<file path="config.mk">
export PLATFORM = sky130hd
export DESIGN_NAME = trs_steering
export DESIGN_NICKNAME = d
export VERILOG_FILES = /design/src/rtl/trs_pkg.sv /design/src/rtl/trs_guard_ctr.sv /design/src/rtl/trs_steering.sv
export SDC_FILE = /design/constraint.sdc
export NUM_CORES = 1
export LEC_CHECK = 0
export ABC_AREA = 1
export BUFFER_PORTS_ARGS = -buffer_cell sky130_fd_sc_hd__buf_2
export CAP_MARGIN = 20
export CORE_MARGIN = 4
export CORE_UTILIZATION = 50
export DETAILED_ROUTE_END_ITERATION = 16
export PLACE_DENSITY = 0.76
export SETUP_SLACK_MARGIN = 0.1
export SLEW_MARGIN = 10
export SYNTH_ARGS = -nofsm -noshare
export SYNTH_HDL_FRONTEND = slang
export SYNTH_SLANG_ARGS = --single-unit
</file>
<file path="constraint.sdc">
create_clock -name sys_clk_i -period 2.6 [get_ports sys_clk_i]
set_input_delay 0.13 -clock sys_clk_i [delete_from_list [all_inputs] [get_ports sys_clk_i]]
set_output_delay 0.13 -clock sys_clk_i [all_outputs]
set_load 0.05 [all_outputs]
</file>
<file path="src/rtl/trs_pkg.sv">
// package of constants, register map and carrier types for the tone pair receiver steering
package trs_pkg;

    // ------------------------------------------------------------------
    // clock and timing
    // ------------------------------------------------------------------
    localparam int unsigned CLK_PERIOD_NS   = 100;
    // guard counters advance in ticks of this length
    localparam int unsigned GUARD_TICK_NS   = 100000;
    localparam int unsigned GUARD_TICK_CYC  = GUARD_TICK_NS / CLK_PERIOD_NS;
    // settling time between registration and the latch update, which comes with the delayed steering flag
    localparam int unsigned SETTLE_NS       = 200;
    localparam int unsigned SETTLE_CYC      =
        (SETTLE_NS + CLK_PERIOD_NS - 1) / CLK_PERIOD_NS;

    // ------------------------------------------------------------------
    // register bus
    // ------------------------------------------------------------------
    localparam int unsigned ADDR_W = 4;
    localparam int unsigned DATA_W = 8;
    localparam int unsigned CODE_W = 4;

    localparam logic [ADDR_W-1:0] RX_DATA_OFS = 4'h0;
    localparam logic [ADDR_W-1:0] TX_DATA_OFS = 4'h1;
    localparam logic [ADDR_W-1:0] STATUS_OFS  = 4'h2;
    localparam logic [ADDR_W-1:0] CTRL_A_OFS  = 4'h3;
    localparam logic [ADDR_W-1:0] CTRL_B_OFS  = 4'h4;
    localparam logic [ADDR_W-1:0] IRQ_MASK_OFS = 4'h5;
    localparam logic [ADDR_W-1:0] GTP_OFS     = 4'h6;
    localparam logic [ADDR_W-1:0] GTA_OFS     = 4'h7;

    // status register bit positions
    localparam int unsigned ST_DIGIT_BIT   = 0;
    localparam int unsigned ST_PAUSE_BIT   = 1;
    localparam int unsigned ST_DSTEER_BIT  = 2;
    localparam int unsigned ST_ESTEER_BIT  = 3;
    localparam int unsigned ST_GUARD_BIT   = 4;
    localparam int unsigned EVT_W          = 2;

    // control register A bit positions
    localparam int unsigned CA_IRQ_EN_BIT  = 0;
    localparam int unsigned CA_CP_MODE_BIT = 1;

    // reset values
    localparam logic [DATA_W-1:0] GTP_RST     = 8'h14;
    localparam logic [DATA_W-1:0] GTA_RST     = 8'h14;
    localparam logic [CODE_W-1:0] CODE_RST    = 4'h0;
    localparam logic [CODE_W-1:0] CTRL_B_RST  = 4'h0;
    localparam logic [EVT_W-1:0]  MASK_RST    = 2'h0;

    // ------------------------------------------------------------------
    // carriers
    // ------------------------------------------------------------------
    typedef struct packed {
        logic [ADDR_W-1:0] addr;
        logic [DATA_W-1:0] wdata;
        logic              wr;
        logic              rd;
    } trs_bus_req_s;

    typedef struct packed {
        logic cp_mode;
        logic irq_en;
    } trs_ctrl_a_s;

    typedef struct packed {
        logic       guard;
        logic       esteer;
        logic       dsteer;
        logic [EVT_W-1:0] events;
    } trs_status_s;

endpackage

</file>
<file path="src/rtl/trs_guard_ctr.sv">
// guard timer: reports once a condition has held for a programmed number of ticks
`timescale 1ns/1ns
`default_nettype none
module trs_guard_ctr
    import trs_pkg::*;
(
    input  wire logic              sys_clk_i,
    input  wire logic              nrst_i,
    input  wire logic              cond_i,
    input  wire logic              tick_i,
    input  wire logic [DATA_W-1:0] limit_i,
    output var  logic              done_o
);
    logic [DATA_W-1:0] cnt;

    // ------------------------------------------------------------------
    // tick counter, restarted whenever the condition drops
    // ------------------------------------------------------------------
    always_ff @(posedge sys_clk_i) begin
        if (!nrst_i || !cond_i) begin
            cnt <= '0;
        end else if (tick_i && cnt < limit_i) begin
            cnt <= cnt + 8'h01;
        end
    end

    // done only while the condition still holds, so a break restarts it
    always_ff @(posedge sys_clk_i) begin
        if (!nrst_i) begin
            done_o <= 1'b0;
        end else begin
            done_o <= cond_i && (cnt >= limit_i);
        end
    end
endmodule // trs_guard_ctr
`default_nettype wire

</file>
<file path="src/rtl/trs_steering.sv">
// receive steering, digit latch, call progress output and host registers
// ----------------------------------------------------------------------
// Functional notes
// - early steer goes high when the decoder reports two valid tones
// - early steer drops at once whenever the tone pair is lost
// - register a pair only after early steer holds for the present guard
// - registration latches the 4-bit digit code into receive data
// - guard output rises on registration and holds while early steer is high
// - delayed steer flag sets after a settle delay, visible in status
// - in interrupt mode the pin is pulled low while delayed steer is set
// - receive latch changes only on a rising delayed steer transition
// - reading receive data returns the latched digit code
// - dropouts shorter than the absent guard leave the registered state alone
// - call-progress mode disables digit detection
// - call-progress mode squares in-band input onto the pin, low otherwise
// - host sees one status, two control and two data registers; the code adds an interrupt mask and two guard limit registers
// - squarewave appears only with call-progress mode and interrupts enabled
// - steering below threshold frees the receiver for a new pair
// ----------------------------------------------------------------------
//
// Added by the designer: the placing of the registers and the strobed register port.
`timescale 1ns/1ns
`default_nettype none
module trs_steering
    import trs_pkg::*;
(
    input  wire logic              sys_clk_i,
    input  wire logic              nrst_i,
    // decoder side, asynchronous to sys_clk_i
    input  wire logic              tone_pair_valid_i,
    input  wire logic [CODE_W-1:0] tone_code_i,
    input  wire logic              inband_sq_i,
    // register port
    input  wire logic [ADDR_W-1:0] addr_i,
    input  wire logic [DATA_W-1:0] wdata_i,
    input  wire logic              wr_i,
    input  wire logic              rd_i,
    output var  logic [DATA_W-1:0] rdata_o,
    // pins
    output var  logic              early_steer_o,
    output var  logic              guard_out_o,
    output var  logic              irq_callprog_pin_o,
    output var  logic              irq_callprog_pin_oe_o,
    output var  logic              irq_o
);
    typedef enum logic [1:0] {
        ST_IDLE,
        ST_SETTLE,
        ST_HELD
    } trs_steer_e;

    trs_bus_req_s      req;
    trs_ctrl_a_s       ctrl_a;
    trs_status_s       status;
    trs_steer_e        state;
    logic [1:0]        valid_sync;
    logic [1:0]        sq_sync;
    logic [CODE_W-1:0] code_s1;
    logic [CODE_W-1:0] code_s2;
    logic [CODE_W-1:0] pend_code;
    logic [CODE_W-1:0] rx_code;
    logic [CODE_W-1:0] tx_code;
    logic [CODE_W-1:0] ctrl_b;
    logic [DATA_W-1:0] gtp_limit;
    logic [DATA_W-1:0] gta_limit;
    logic [EVT_W-1:0]  evt_flags;
    logic [EVT_W-1:0]  evt_mask;
    logic [EVT_W-1:0]  evt_set;
    logic [EVT_W-1:0]  evt_clr;
    logic [15:0]       tick_cnt;
    logic              tick;
    logic [3:0]        settle_cnt;
    logic              dsteer;
    logic              registered;
    logic              present_done;
    logic              absent_done;
    logic              next_esteer;

    assign req = '{addr: addr_i, wdata: wdata_i, wr: wr_i, rd: rd_i};

    // ------------------------------------------------------------------
    // input synchronisers
    // ------------------------------------------------------------------
    // the code is resampled every cycle and taken only at registration,
    // so a skewed bus has settled long before it is used
    always_ff @(posedge sys_clk_i) begin
        if (!nrst_i) begin
            valid_sync <= 2'h0;
            sq_sync    <= 2'h0;
            code_s1    <= CODE_RST;
            code_s2    <= CODE_RST;
        end else begin
            valid_sync <= {valid_sync[0], tone_pair_valid_i};
            sq_sync    <= {sq_sync[0], inband_sq_i};
            code_s1    <= tone_code_i;
            code_s2    <= code_s1;
        end
    end

    // ------------------------------------------------------------------
    // early steering
    // ------------------------------------------------------------------
    // digits are not detected at all in call-progress mode
    assign next_esteer = valid_sync[1] && !ctrl_a.cp_mode;

    always_ff @(posedge sys_clk_i) begin
        if (!nrst_i) begin
            early_steer_o <= 1'b0;
        end else begin
            early_steer_o <= next_esteer;
        end
    end

    // ------------------------------------------------------------------
    // guard timers
    // ------------------------------------------------------------------
    always_ff @(posedge sys_clk_i) begin
        if (!nrst_i || tick_cnt == 16'(GUARD_TICK_CYC - 1)) begin
            tick_cnt <= 16'h0000;
        end else begin
            tick_cnt <= tick_cnt + 16'h0001;
        end
    end

    always_ff @(posedge sys_clk_i) begin
        if (!nrst_i) begin
            tick <= 1'b0;
        end else begin
            tick <= (tick_cnt == 16'(GUARD_TICK_CYC - 1));
        end
    end

    // tone present must be seen continuously for gtp_limit ticks
    trs_guard_ctr u_present (
        .sys_clk_i (sys_clk_i),
        .nrst_i    (nrst_i),
        .cond_i    (early_steer_o && !registered),
        .tick_i    (tick),
        .limit_i   (gtp_limit),
        .done_o    (present_done)
    );

    // tone absent must be seen continuously for gta_limit ticks
    trs_guard_ctr u_absent (
        .sys_clk_i (sys_clk_i),
        .nrst_i    (nrst_i),
        .cond_i    (!early_steer_o && registered),
        .tick_i    (tick),
        .limit_i   (gta_limit),
        .done_o    (absent_done)
    );

    // ------------------------------------------------------------------
    // steering state
    // ------------------------------------------------------------------
    assign registered = (state != ST_IDLE);

    always_ff @(posedge sys_clk_i) begin
        if (!nrst_i) begin
            state <= ST_IDLE;
        end else begin
            unique case (state)
                ST_IDLE: begin
                    if (present_done && early_steer_o) begin
                        state <= ST_SETTLE;
                    end
                end
                ST_SETTLE: begin
                    if (settle_cnt == 4'(SETTLE_CYC - 1)) begin
                        state <= ST_HELD;
                    end
                end
                ST_HELD: begin
                    // a short dropout never reaches the absent guard
                    if (absent_done) begin
                        state <= ST_IDLE;
                    end
                end
                // the fourth code of the state bits is unused; recover to idle
                default: begin
                    state <= ST_IDLE;
                end
            endcase
        end
    end

    // settle counter runs only while the latch settles
    always_ff @(posedge sys_clk_i) begin
        if (!nrst_i || state != ST_SETTLE) begin
            settle_cnt <= 4'h0;
        end else begin
            settle_cnt <= settle_cnt + 4'h1;
        end
    end

    // code captured at registration, copied to the latch once settled
    always_ff @(posedge sys_clk_i) begin
        if (!nrst_i) begin
            pend_code <= CODE_RST;
        end else if (state == ST_IDLE && present_done && early_steer_o) begin
            pend_code <= code_s2;
        end
    end

    always_ff @(posedge sys_clk_i) begin
        if (!nrst_i) begin
            dsteer <= 1'b0;
        end else begin
            dsteer <= (state == ST_HELD);
        end
    end

    // the latch moves only on the rising delayed steer edge
    always_ff @(posedge sys_clk_i) begin
        if (!nrst_i) begin
            rx_code <= CODE_RST;
        end else if (state == ST_HELD && !dsteer) begin
            rx_code <= pend_code;
        end
    end

    always_ff @(posedge sys_clk_i) begin
        if (!nrst_i) begin
            guard_out_o <= 1'b0;
        end else begin
            guard_out_o <= registered && next_esteer;
        end
    end

    // ------------------------------------------------------------------
    // interrupt and call-progress pin
    // ------------------------------------------------------------------
    // open drain: driving means pulling low, release lets it float high
    always_ff @(posedge sys_clk_i) begin
        if (!nrst_i) begin
            irq_callprog_pin_o    <= 1'b0;
            irq_callprog_pin_oe_o <= 1'b0;
        end else if (ctrl_a.cp_mode && ctrl_a.irq_en) begin
            irq_callprog_pin_o    <= 1'b0;
            irq_callprog_pin_oe_o <= !sq_sync[1];
        end else if (ctrl_a.irq_en) begin
            irq_callprog_pin_o    <= 1'b0;
            irq_callprog_pin_oe_o <= dsteer;
        end else begin
            irq_callprog_pin_o    <= 1'b0;
            irq_callprog_pin_oe_o <= 1'b0;
        end
    end

    // events: new digit and a validated end of tone
    assign evt_set = {(state == ST_HELD && absent_done),
                      (state == ST_HELD && !dsteer)};
    assign evt_clr = (req.wr && req.addr == STATUS_OFS) ?
                     req.wdata[EVT_W-1:0] : '0;

    // a new event wins over a clear in the same cycle
    always_ff @(posedge sys_clk_i) begin
        if (!nrst_i) begin
            evt_flags <= '0;
        end else begin
            evt_flags <= (evt_flags & ~evt_clr) | evt_set;
        end
    end

    always_ff @(posedge sys_clk_i) begin
        if (!nrst_i) begin
            irq_o <= 1'b0;
        end else begin
            irq_o <= |(((evt_flags & ~evt_clr) | evt_set) & evt_mask);
        end
    end

    // ------------------------------------------------------------------
    // register writes, one block per register
    // ------------------------------------------------------------------
    always_ff @(posedge sys_clk_i) begin
        if (!nrst_i) begin
            tx_code <= CODE_RST;
        end else if (req.wr && req.addr == TX_DATA_OFS) begin
            tx_code <= req.wdata[CODE_W-1:0];
        end
    end

    always_ff @(posedge sys_clk_i) begin
        if (!nrst_i) begin
            ctrl_a <= '0;
        end else if (req.wr && req.addr == CTRL_A_OFS) begin
            ctrl_a.irq_en  <= req.wdata[CA_IRQ_EN_BIT];
            ctrl_a.cp_mode <= req.wdata[CA_CP_MODE_BIT];
        end
    end

    always_ff @(posedge sys_clk_i) begin
        if (!nrst_i) begin
            ctrl_b <= CTRL_B_RST;
        end else if (req.wr && req.addr == CTRL_B_OFS) begin
            ctrl_b <= req.wdata[CODE_W-1:0];
        end
    end

    always_ff @(posedge sys_clk_i) begin
        if (!nrst_i) begin
            evt_mask <= MASK_RST;
        end else if (req.wr && req.addr == IRQ_MASK_OFS) begin
            evt_mask <= req.wdata[EVT_W-1:0];
        end
    end

    // a new limit acts at once, even inside a running guard period
    always_ff @(posedge sys_clk_i) begin
        if (!nrst_i) begin
            gtp_limit <= GTP_RST;
        end else if (req.wr && req.addr == GTP_OFS) begin
            gtp_limit <= req.wdata;
        end
    end

    always_ff @(posedge sys_clk_i) begin
        if (!nrst_i) begin
            gta_limit <= GTA_RST;
        end else if (req.wr && req.addr == GTA_OFS) begin
            gta_limit <= req.wdata;
        end
    end

    // ------------------------------------------------------------------
    // register reads
    // ------------------------------------------------------------------
    assign status = '{guard: guard_out_o, esteer: early_steer_o,
                      dsteer: dsteer, events: evt_flags};

    // data appear the cycle after the read strobe; unmapped reads return zero
    always_ff @(posedge sys_clk_i) begin
        if (!nrst_i) begin
            rdata_o <= '0;
        end else if (req.rd) begin
            unique case (req.addr)
                RX_DATA_OFS:  rdata_o <= {4'h0, rx_code};
                TX_DATA_OFS:  rdata_o <= {4'h0, tx_code};
                STATUS_OFS:   rdata_o <= {3'h0, status};
                CTRL_A_OFS:   rdata_o <= {6'h00, ctrl_a};
                CTRL_B_OFS:   rdata_o <= {4'h0, ctrl_b};
                IRQ_MASK_OFS: rdata_o <= {6'h00, evt_mask};
                GTP_OFS:      rdata_o <= gtp_limit;
                GTA_OFS:      rdata_o <= gta_limit;
                default:      rdata_o <= '0;
            endcase
        end else begin
            rdata_o <= '0;
        end
    end
endmodule // trs_steering
`default_nettype wire

</file>
==> flow_metrics.py, run 1 <==
metrics = {
    "worst_setup_path": {
        "cp-startpoint": "gtp_limit[7]",
        "cp.required_ns": 2.91,
        "path_class": "reg2reg",
        "r2r_slack_ns": 0.78,
        "cp_max_fo": 15,
        "worstSetupStartpointType": "register",
        "end_kind": "register",
        "rr_startpoint": "gtp_limit[7]",
        "worst_ep_arrival_time_ns": 2.13,
        "r2r_end": "u_present.cnt[0]",
        "reg2reg_depth": 8,
    },
    "timing": {
        "fmax_mhz": 549,
        "setup_viol": 0,
        "hold_viol": 0,
        "fin_crit_sh_pct": 70.0,
        "skew_ns": 0.0106,
        "rsz0062_at_grt": "no",
        "setup-tns-final_ns": 0,
        "slew_headroom_pct": 56.5,
        "worstMarginPinSlew_ns": 0.648,
        "finalCriticalPeriod_ns": 1.82,
        "finalMaxSlewViolations": 0,
    },
    "yosys": {
        "synth_seq_cells": 104,
        "synth_edf_count": 0,
        "syn-num-nets": 714,
        "yosysUniqueCellTypes": 36,
        "dominantRegCellSynth": "dfxtp_1",
        "synthCells": 671,
        "ys.warnings.count": 0,
        "synth.avg_cell_area_um2": 7.18,
        "syn_area_um2": 4820,
        "async_flop_share_pct": 0,
        "synth-seq-area-share_pct": 43.2,
    },
    "drt": {
        "antenna_left": 0,
        "vias": 4248,
        "first_pass_iters": 5,
        "routed_wl_mm": 9.98,
        "routedWlPerCell_um": 11.9,
        "drt_iter0_drc": 262,
        "routed_via_density": 5.05,
        "drc": 0,
    },
    "final_layout": {
        "design_area_um2": 5340,
        "area_growth_pct": 10.9,
        "fin_cells": 842,
        "multi_input_comb_area_um2": 2230,
        "layout-drive-gt1-share_pct": 10.8,
        "antenna_cells": 0,
        "seqCellArea_um2": 2080,
        "fillerInstances": 862,
        "nets": 751,
    },
    "floorplanning": {
        "dieArea_um2": 11300,
        "core_um2": 9330,
        "row_count": 35,
        "die_h_um": 106,
        "initial_core_util_pct": 51.6,
        "fp.dieW_um": 106,
        "design.portCount": 35,
    },
    "cts": {
        "cts-buffers-inserted": 9,
        "cts_buffer_depth": 2,
        "path_clk_slew_ns": 0.10,
        "cts_tree": "done",
        "h-tree-depth": 3,
        "cts_setup_buffers": 0,
        "root_buffer": "clkbuf_8",
        "clock-sinks": 104,
        "clk_latency_ns": 0.37,
    },
    "grt": {
        "grt_first_pass_wirelength_mm": 17.7,
        "grt_overflow_total": 0,
        "grt_pass1_vias": 4012,
        "grt_use_total_pct": 19.0,
        "antenna_found_initial": 0,
        "grt_max_degree": 33,
    },
    "pwr": {
        "leakagePower_nw": 2.35,
        "powerDensity_nw_per_um2": 532,
        "power.total_mw": 2.84,
        "ir_worst_vdd_v": 0.000316,
    },
    "hold_path": {
        "hold_path_depth": 3,
        "hold_class": "in2reg",
        "min_to": "gtp_limit[4]",
        "hp-start": "wdata_i[4]",
    },
    "placed_design": {
        "hpwlAfterDp_mm": 7.43,
        "place.port_buffers": 33,
        "dp.cells": 820,
        "place.gp.congestion": 0.902,
        "postPlaceCellArea_um2": 5060,
    },
    "status": {
        "status": "finished, final reports clean",
    },
    "run": {
        "drv_cap": 0,
    },
}
routing by layer:
metal / up-vias / wire, um / GRT usage, %
met1: 1922 / 4630 / 23.6
met5: - / 0 / 0
met4: 0 / 179 / 5.92
li1: 2217 / - / -
met2: 88 / 4680 / 32.5
met3: 21 / 490 / 4.31
how the worst max path moves through the flow:
stage | endpoint | slack, ns | cells past startpoint
floorplan | u_present.cnt[0] | 1.10 | 8
global placement | u_present.cnt[1] | 0.89 | 7
detailed placement | u_present.cnt[0] | 0.81 | 8
CTS | u_present.cnt[0] | 0.78 | 8
global route | u_present.cnt[1] | 0.56 | 8
finish | u_present.cnt[0] | 0.78 | 8
synthesized netlist by cell type (2+ instances only):
library cell | number | share of area (%)
nand2_1 | 153 | 12
inv_1 | 105 | 8.2
dfxtp_1 | 104 | 43
nor2_1 | 60 | 4.7
a21oi_1 | 57 | 5.9
nand3_1 | 41 | 4.3
o21ai_0 | 35 | 3.6
ha_1 | 21 | 5.5
nand4_1 | 15 | 1.9
nor3_1 | 11 | 1.1
inv_2 | 6 | 0.47
nor2_2 | 6 | 0.78
o21ai_1 | 6 | 0.62
buf_4 | 4 | 0.62
clkbuf_1 | 4 | 0.31
nand2_2 | 4 | 0.52
o22ai_1 | 4 | 0.52
xor2_1 | 4 | 0.73
buf_2 | 3 | 0.31
nor3_2 | 3 | 0.62
o211ai_1 | 3 | 0.47
a21o_1 | 2 | 0.31
buf_6 | 2 | 0.47
nand3_2 | 2 | 0.42
nand3b_1 | 2 | 0.31
nor2_4 | 2 | 0.47
nor4_1 | 2 | 0.26
or2_2 | 2 | 0.26
layout by cell type, fill, tap and decap left out, types with 2 or more instances in the layout:
cell type	netlist	routed
nand2_1	153	153
inv_1	105	105
dfxtp_1	104	104
nor2_1	60	60
a21oi_1	57	57
nand3_1	41	41
o21ai_0	35	35
buf_2	3	33
ha_1	21	21
nand4_1	15	15
nor3_1	11	11
clkbuf_8	0	9
inv_2	6	6
nor2_2	6	6
o21ai_1	6	6
dlygate4sd3_1	0	6
nand2_2	4	4
o22ai_1	4	4
xor2_1	4	4
inv_6	0	4
nor3_2	3	3
o211ai_1	3	3
nor2_4	2	2
a21o_1	2	2
nand3_2	2	2
nand3b_1	2	2
or2_2	2	2
nor4_1	2	2
power by group:
group          internal, mW  total [mW]  switching, mW  leakage (nW)
Sequential             1.61        1.62        0.00928         0.842
Clock                 0.474        1.08          0.603         0.110
Combinational        0.0451       0.139         0.0936          1.40
registers in the layout, indices dropped and copies added (netlist names), 2 cells and up:
name           cells
code_s1            4
code_s2            4
ctrl_a             2
ctrl_b             4
evt_flags          2
evt_mask           2
gta_limit          8
gtp_limit          8
pend_code          4
rdata_o            8
rx_code            4
settle_cnt         4
sq_sync            2
state              2
tick_cnt          16
tx_code            4
u_absent.cnt       8
u_present.cnt      8
valid_sync         2
worst max-delay path, stage by stage, from the launching register on:
cell and delay (ns):
dfxtp_1 0.35, inv_1 0.06, ha_1 0.30, a21o_1 0.19
nor2_2 0.43, nand3_1 0.21, nand2_1 0.10, nand2_1 0.05
nor2_1 0.08
repair_timing:
action / in CTS / in global routing
hold endpoints to repair: 6 / 0
hold buffers: 6 / 0
gates resized for setup: 0 / 0
cells by family (layout without fill, tap and decap cells):
logic type      count (synthesis)  in the layout  share of synthesized area, %
xor+xnor                        5              5                         0.909
fa+ha+maj                      21             21                          5.46
compound gates                109            109                          11.8
other cells                     1              1                        0.0779
buf+inv                       126            168                          10.5
simple gates                  305            305                          28.0
flops                         104            104                          43.2
final cells by class:
| class | instances | area share, % |
|---|---|---|
| Clock inverter | 7 | 1.73 |
| Sequential cell | 104 | 39.0 |
| Timing Repair Buffer | 40 | 4.36 |
| Multi-Input combinational cell | 441 | 41.7 |
| Tap cell | 129 | 3.02 |
| Clock buffer | 9 | 2.32 |
| Inverter | 112 | 7.90 |
metrics by stage:
stage / util (%) / setup WS [ns] / hold slack, ns
floorplan: - / 1.10 / 0.228
global placement: 54.3 / 0.888 / 0.310
detailed placement: 54.3 / 0.810 / 0.316
CTS: 57.3 / 0.780 / 0.0143
global route: 57.3 / 0.557 / 0.00240
finish: 57.3 / 0.780 / 0.0293
No activity file was read; power rests on OpenSTA's default activity.
==> inputs of run 2 (changes only) <==
Settings changed: PLACE_DENSITY 0.76 to 0.79.
Clock period 2.6 ns to 1.6 ns, I/O delays scaled along.
==> run 2 against run 1 <==
Sequential share of layout area is 3.3 points lower. Hold slack worse by 0.011 ns. Clock power is 46% higher. Combinational power is 87% higher. Utilization is 6.1 points higher. Die area stayed put. Global-route usage is 1.5 points higher. Clock skew is 0.0030 ns higher. Critical endpoint is now u_absent.cnt[6]. Largest cell class unchanged.
==> flow_metrics.py, run 2 (synthesized netlist as in run 1, its figures left out) <==
metrics = {
    "drt": {
        "routed_via_density": 5.24,
        "first_pass_iters": 6,
        "antenna_left": 0,
        "drc": 0,
        "vias": 4557,
        "drt_iter0_drc": 361,
        "routedWlPerCell_um": 13.7,
        "routed_wl_mm": 11.9,
    },
    "worst_setup_path": {
        "rr_startpoint": "u_absent.cnt[3]",
        "r2r_slack_ns": 0.005,
        "end_kind": "register",
        "cp.required_ns": 1.88,
        "cp-startpoint": "u_absent.cnt[3]",
        "worstSetupStartpointType": "register",
        "worst_ep_arrival_time_ns": 1.87,
        "cp_max_fo": 7,
        "path_class": "reg2reg",
        "r2r_end": "u_absent.cnt[6]",
        "reg2reg_depth": 8,
    },
    "final_layout": {
        "layout-drive-gt1-share_pct": 23.9,
        "largest_reg_flops": 16,
        "nets": 778,
        "area_growth_pct": 22.7,
        "final_common_cell": "nand2_1",
        "regMostFlops": "tick_cnt",
        "final_core_util_pct": 63.4,
        "final_cell_mix": "nand2_1 (143), inv_1 (92), dfxtp_1 (80), a21oi_1 (54), nor2_1 (53)",
        "antenna_cells": 0,
        "fin_cells": 869,
    },
    "floorplanning": {
        "fp.dieW_um": 106,
        "die_h_um": 106,
        "dieArea_um2": 11300,
        "initial_core_util_pct": 51.6,
        "row_count": 35,
        "design.portCount": 35,
        "core_um2": 9330,
    },
    "pwr": {
        "ir_worst_vdd_v": 0.000425,
        "leakagePower_nw": 2.54,
        "powerDensity_nw_per_um2": 759,
    },
    "cts": {
        "root_buffer": "clkbuf_8",
        "h-tree-depth": 3,
        "clk_latency_ns": 0.38,
        "clock-sinks": 104,
        "cts-buffers-inserted": 9,
        "cts_tree": "done",
        "cts_buffer_depth": 2,
        "path_clk_slew_ns": 0.11,
    },
    "grt": {
        "grt_overflow_total": 0,
        "grt_first_pass_wirelength_mm": 19.1,
        "antenna_found_initial": 0,
        "grt_max_degree": 46,
        "grt_use_total_pct": 20.4,
        "grt_pass1_vias": 4358,
    },
    "hold_path": {
        "hold_path_depth": 3,
        "min_to": "gtp_limit[7]",
        "hold_class": "in2reg",
        "hp-start": "wdata_i[7]",
    },
    "timing": {
        "skew_ns": 0.0137,
        "setup_viol": 0,
        "hold_viol": 0,
        "finalCriticalPeriod_ns": 1.60,
        "finalMaxSlewViolations": 0,
        "rsz0062_at_grt": "yes",
        "worstMarginPinSlew_ns": 0.520,
        "slew_headroom_pct": 65.2,
        "fin_crit_sh_pct": 99.7,
        "fmax_mhz": 627,
    },
    "placed_design": {
        "place.port_buffers": 33,
        "dp.cells": 835,
        "place.gp.congestion": 0.861,
        "hpwlAfterDp_mm": 7.98,
    },
    "status": {
        "status": "finished, final reports clean",
    },
    "run": {
        "drv_cap": 0,
    },
}
run 2: worst max-delay path, cell delays in order (launching register included):
cell and delay, ns:
dfxtp_1 0.47, ha_4 0.25, a21oi_1 0.19, nand2_2 0.09, nand2_4 0.09, buf_8 0.14, nand3_4 0.07, nor2_1 0.12
nor2_1 0.07
run 2: routing by layer:
metal	track usage (%)	vias up	routed length [um]
met5	0	-	0
met4	7.68	0	238
met3	4.80	25	656
met2	35.6	152	6170
met1	24.4	2110	4870
li1	-	2270	-
run 2: area by class of cell:
cell class	instances	area (um2)
Fill cell	763	3420
Inverter	112	422
Clock inverter	6	61.3
Tap cell	129	161
Multi-Input combinational cell	441	2520
Clock buffer	10	128
Timing Repair Buffer	67	509
Sequential cell	104	2110
run 2: metrics by stage:
step,power [mW],setup WS (ns),TNS [ns],instance area [um2],hold slack [ns]
after detailed placement,2.92,-0.0519,-0.116,5200,0.268
after CTS,4.49,0.0926,0,5620,0.00208
after global placement,2.91,0.0246,0,5200,0.266
after floorplan,2.83,0.103,0,4820,0.178
after global routing,4.65,-0.0305,-0.0676,5910,0.0337
final,4.49,0.00480,0,5910,0.0187
run 2: worst max path at each step:
| stage | slack (ns) | cells after the start | end |
|---|---|---|---|
| floorplan | 0.10 | 8 | u_present.cnt[0] |
| global placement | 0.02 | 8 | u_absent.cnt[1] |
| detailed placement | -0.05 | 9 | u_absent.cnt[2] |
| CTS | 0.09 | 10 | u_present.cnt[1] |
| global route | -0.03 | 9 | u_absent.cnt[2] |
| finish | 0.005 | 8 | u_absent.cnt[6] |
run 2: power breakdown:
group          switching (mW)  internal, mW
sequential             0.0191          2.62
clock                   0.978         0.605
combinational           0.168        0.0927
run 2: timing repair:
item | CTS | global route
setup buffers | 3 | 6
endpoints found under the hold margin | 8 | 0
cloned | 1 | 1
gates resized for setup | 28 | 68
hold buffers | 7 | 0
endpoints found under the setup margin | 17 | 31
pin swaps | 10 | 23
==> inputs of run 3 (changes only) <==
Settings changed: SYNTH_HIERARCHICAL from default to 1.
==> run 3 against run 2 <==
Clock power grew 12%. Clock skew shrank 0.0015 ns. Hold slack improved by 0.0053 ns. Via count is 1.2% lower. Clock-buffer cell count fell by 1. Setup slack gained 0.10 ns. Sequential share of layout area shrank 0.91 points. Power up 4.5%. Register-to-register slack better by 0.10 ns. Largest power group unchanged.
==> flow_metrics.py, run 3 <==
metrics = {
    "worst_setup_path": {
        "crit_chain": "inv_1 -> ha_1 -> nand2_2 -> nor2_2 -> nand2_2 -> buf_6 -> nand3_1 -> nand2_1 -> nand2_1 -> nor2_2",
        "cp_max_fo": 5,
        "end_kind": "register",
        "worst-path-buf-inv": 2,
        "cp-startpoint": "gta_limit[6]",
        "critPathTopFamily": "simple AND/OR/NAND/NOR gates",
        "worstSetupStartpointType": "register",
        "rr_startpoint": "gta_limit[6]",
        "worst_ep_arrival_time_ns": 1.76,
        "cp_slowest_stage_delay_ns": 0.35,
        "crit_slowest_cell": "dfxtp_2",
        "path_class": "reg2reg",
        "cp.required_ns": 1.87,
    },
    "final_layout": {
        "antenna_cells": 0,
        "nets": 800,
        "final_common_cell": "nand2_1",
        "largest_reg_flops": 16,
        "fillerInstances": 821,
        "fin_cells": 895,
        "layout-drive-gt1-share_pct": 23.8,
        "final_core_util_pct": 62.0,
        "final_cell_mix": "nand2_1 (161), inv_1 (82), dfxtp_1 (81), nor2_1 (77), nand3_1 (64)",
        "regMostFlops": "tick_cnt",
        "area_growth_pct": 20.9,
    },
    "cts": {
        "root_buffer": "clkbuf_8",
        "cts-buffers-inserted": 9,
        "clk_latency_ns": 0.37,
        "clock-sinks": 104,
        "h-tree-depth": 3,
        "path_clk_slew_ns": 0.10,
        "cts_tree": "done",
        "cts_buffer_depth": 2,
    },
    "drt": {
        "drt_iter0_drc": 342,
        "first_pass_iters": 5,
        "routed_via_density": 5.03,
        "drc": 0,
        "antenna_left": 0,
        "routed_wl_mm": 11.2,
        "vias": 4503,
        "routedWlPerCell_um": 12.6,
    },
    "yosys": {
        "synth-seq-area-share_pct": 41.5,
        "synth.avg_cell_area_um2": 7.31,
        "syn-num-nets": 729,
        "async_flop_share_pct": 0,
        "dominantRegCellSynth": "dfxtp_1",
        "synth_most_common_cell": "nand2_1",
        "synth_top_area_share_pct": 41.5,
        "yosys-top-cells-area": "dfxtp_1 (42%), nand2_1 (13%), inv_1 (6.4%)",
        "syn_area_um2": 5010,
        "yosysUniqueCellTypes": 40,
        "synth_top_area_cell": "dfxtp_1",
        "ys.warnings.count": 6,
        "synth_edf_count": 0,
        "synth_seq_cells": 104,
        "synthCells": 686,
        "synthTopCellsByCount": "nand2_1 (170), dfxtp_1 (104), inv_1 (86), nor2_1 (80), nand3_1 (64)",
    },
    "grt": {
        "gr-usage-met3_pct": 4.78,
        "grt_pass1_vias": 4280,
        "grtUsageMet2_pct": 33.4,
        "grt_max_degree": 20,
        "busiest_layer": "met2",
        "grt_overflow_total": 0,
        "antenna_found_initial": 0,
        "grt_first_pass_wirelength_mm": 19.0,
        "grt_use_met1_pct": 25.5,
        "grt_use_total_pct": 19.8,
    },
    "placed_design": {
        "hpwlAfterDp_mm": 7.82,
        "place.gp.congestion": 0.892,
        "dp.cells": 854,
        "place.port_buffers": 33,
    },
    "floorplanning": {
        "core_um2": 9770,
        "row_count": 36,
        "dieArea_um2": 11700,
        "die_h_um": 108,
        "design.portCount": 35,
        "fp.dieW_um": 108,
        "initial_core_util_pct": 51.3,
    },
    "hold_path": {
        "hold_class": "in2reg",
        "hp-start": "wdata_i[1]",
    },
    "status": {
        "status": "finished, final reports clean",
    },
    "timing": {
        "setup-tns-final_ns": 0,
        "rsz0062_at_grt": "yes",
        "skew_ns": 0.0121,
        "fmax_mhz": 669,
        "hold_ws_ns": 0.0240,
        "finalMaxSlewViolations": 0,
        "fin_crit_sh_pct": 93.4,
        "hold_viol": 0,
        "setup_viol": 0,
        "finalCriticalPeriod_ns": 1.49,
    },
    "run": {
        "drv_cap": 0,
    },
    "pwr": {
        "ir_worst_vdd_v": 0.000648,
        "power.total_mw": 4.69,
        "leakagePower_nw": 2.67,
        "powerDensity_nw_per_um2": 774,
    },
}
[run 3: cell count changes after synthesis, sizes merged, moves of 8 or more]
cell,change
nand3,+27
o21ai,-24
nand2,+22
nor2,+24
a21oi,-11
inv,-17
nor3,-8
[run 3: path summary, 6_finish.rpt]
kind | to | cells past startpoint | slack, ns
setup / recovery | u_absent/cnt[3] | 10 | 0.11
hold / removal | gtp_limit[1] | 3 | 0.02
setup reg to reg | u_absent/cnt[3] | 10 | 0.11
hold reg to reg | irq_callprog_pin_oe_o | 1 | 0.41
[run 3: per-layer routing]
layer  vias to the layer above  routed length, um
li1                       2310                  -
met1                      2039               5000
met2                       138               5450
met3                        16                662
met4                         0                129
met5                         -                  0
[run 3: worst reg2reg max path, stage by stage (launching register included)]
cell	delay, ns
dfxtp_2	0.35
inv_1	0.05
ha_1	0.28
nand2_2	0.07
nor2_2	0.16
nand2_2	0.09
buf_6	0.13
nand3_1	0.08
nand2_1	0.07
nand2_1	0.09
nor2_2	0.03
[run 3: power breakdown]
group / switching, mW / internal (mW)
clock network: 0.894 / 0.880
logic: 0.175 / 0.0998
registers: 0.0196 / 2.62
[run 3: layout make-up]
cell class | count | area [um2] | area share [%]
tap | 133 | 166 | 2.75
sequential | 104 | 2110 | 34.8
timing repair buffer | 75 | 559 | 9.23
inverter | 97 | 383 | 6.32
clock inverter | 7 | 96.3 | 1.59
multi-input combinational | 470 | 2620 | 43.2
clock buffer | 9 | 124 | 2.04
[run 3: cell families after synthesis]
kind of cell             synth area share [%]
buffers and inverters                    9.88
XOR/XNOR                                 1.75
AO/OA/AOI/OAI                            7.51
other                                  0.0748
flip-flops                               41.5
adder cells (fa/ha/maj)                  5.24
AND/OR/NAND/NOR                          34.0
[run 3: what timing repair did]
item | 4_1_cts | 5_1_grt
pin swaps | 4 | 19
gates resized for setup | 13 | 43
hold buffers | 13 | 0
setup buffers | 6 | 4
gates cloned | 1 | 1
endpoints found under the setup margin | 18 | 23
hold endpoints to repair | 19 | 0
[run 3: through the flow]
step / area (um2) / worst slack [ns]
finish: 6060 / 0.106
detailed placement: 5370 / -0.107
global placement: 5370 / 0.0181
floorplan: 5020 / 0.190
global route: 6060 / -0.0147
CTS: 5820 / 0.0883
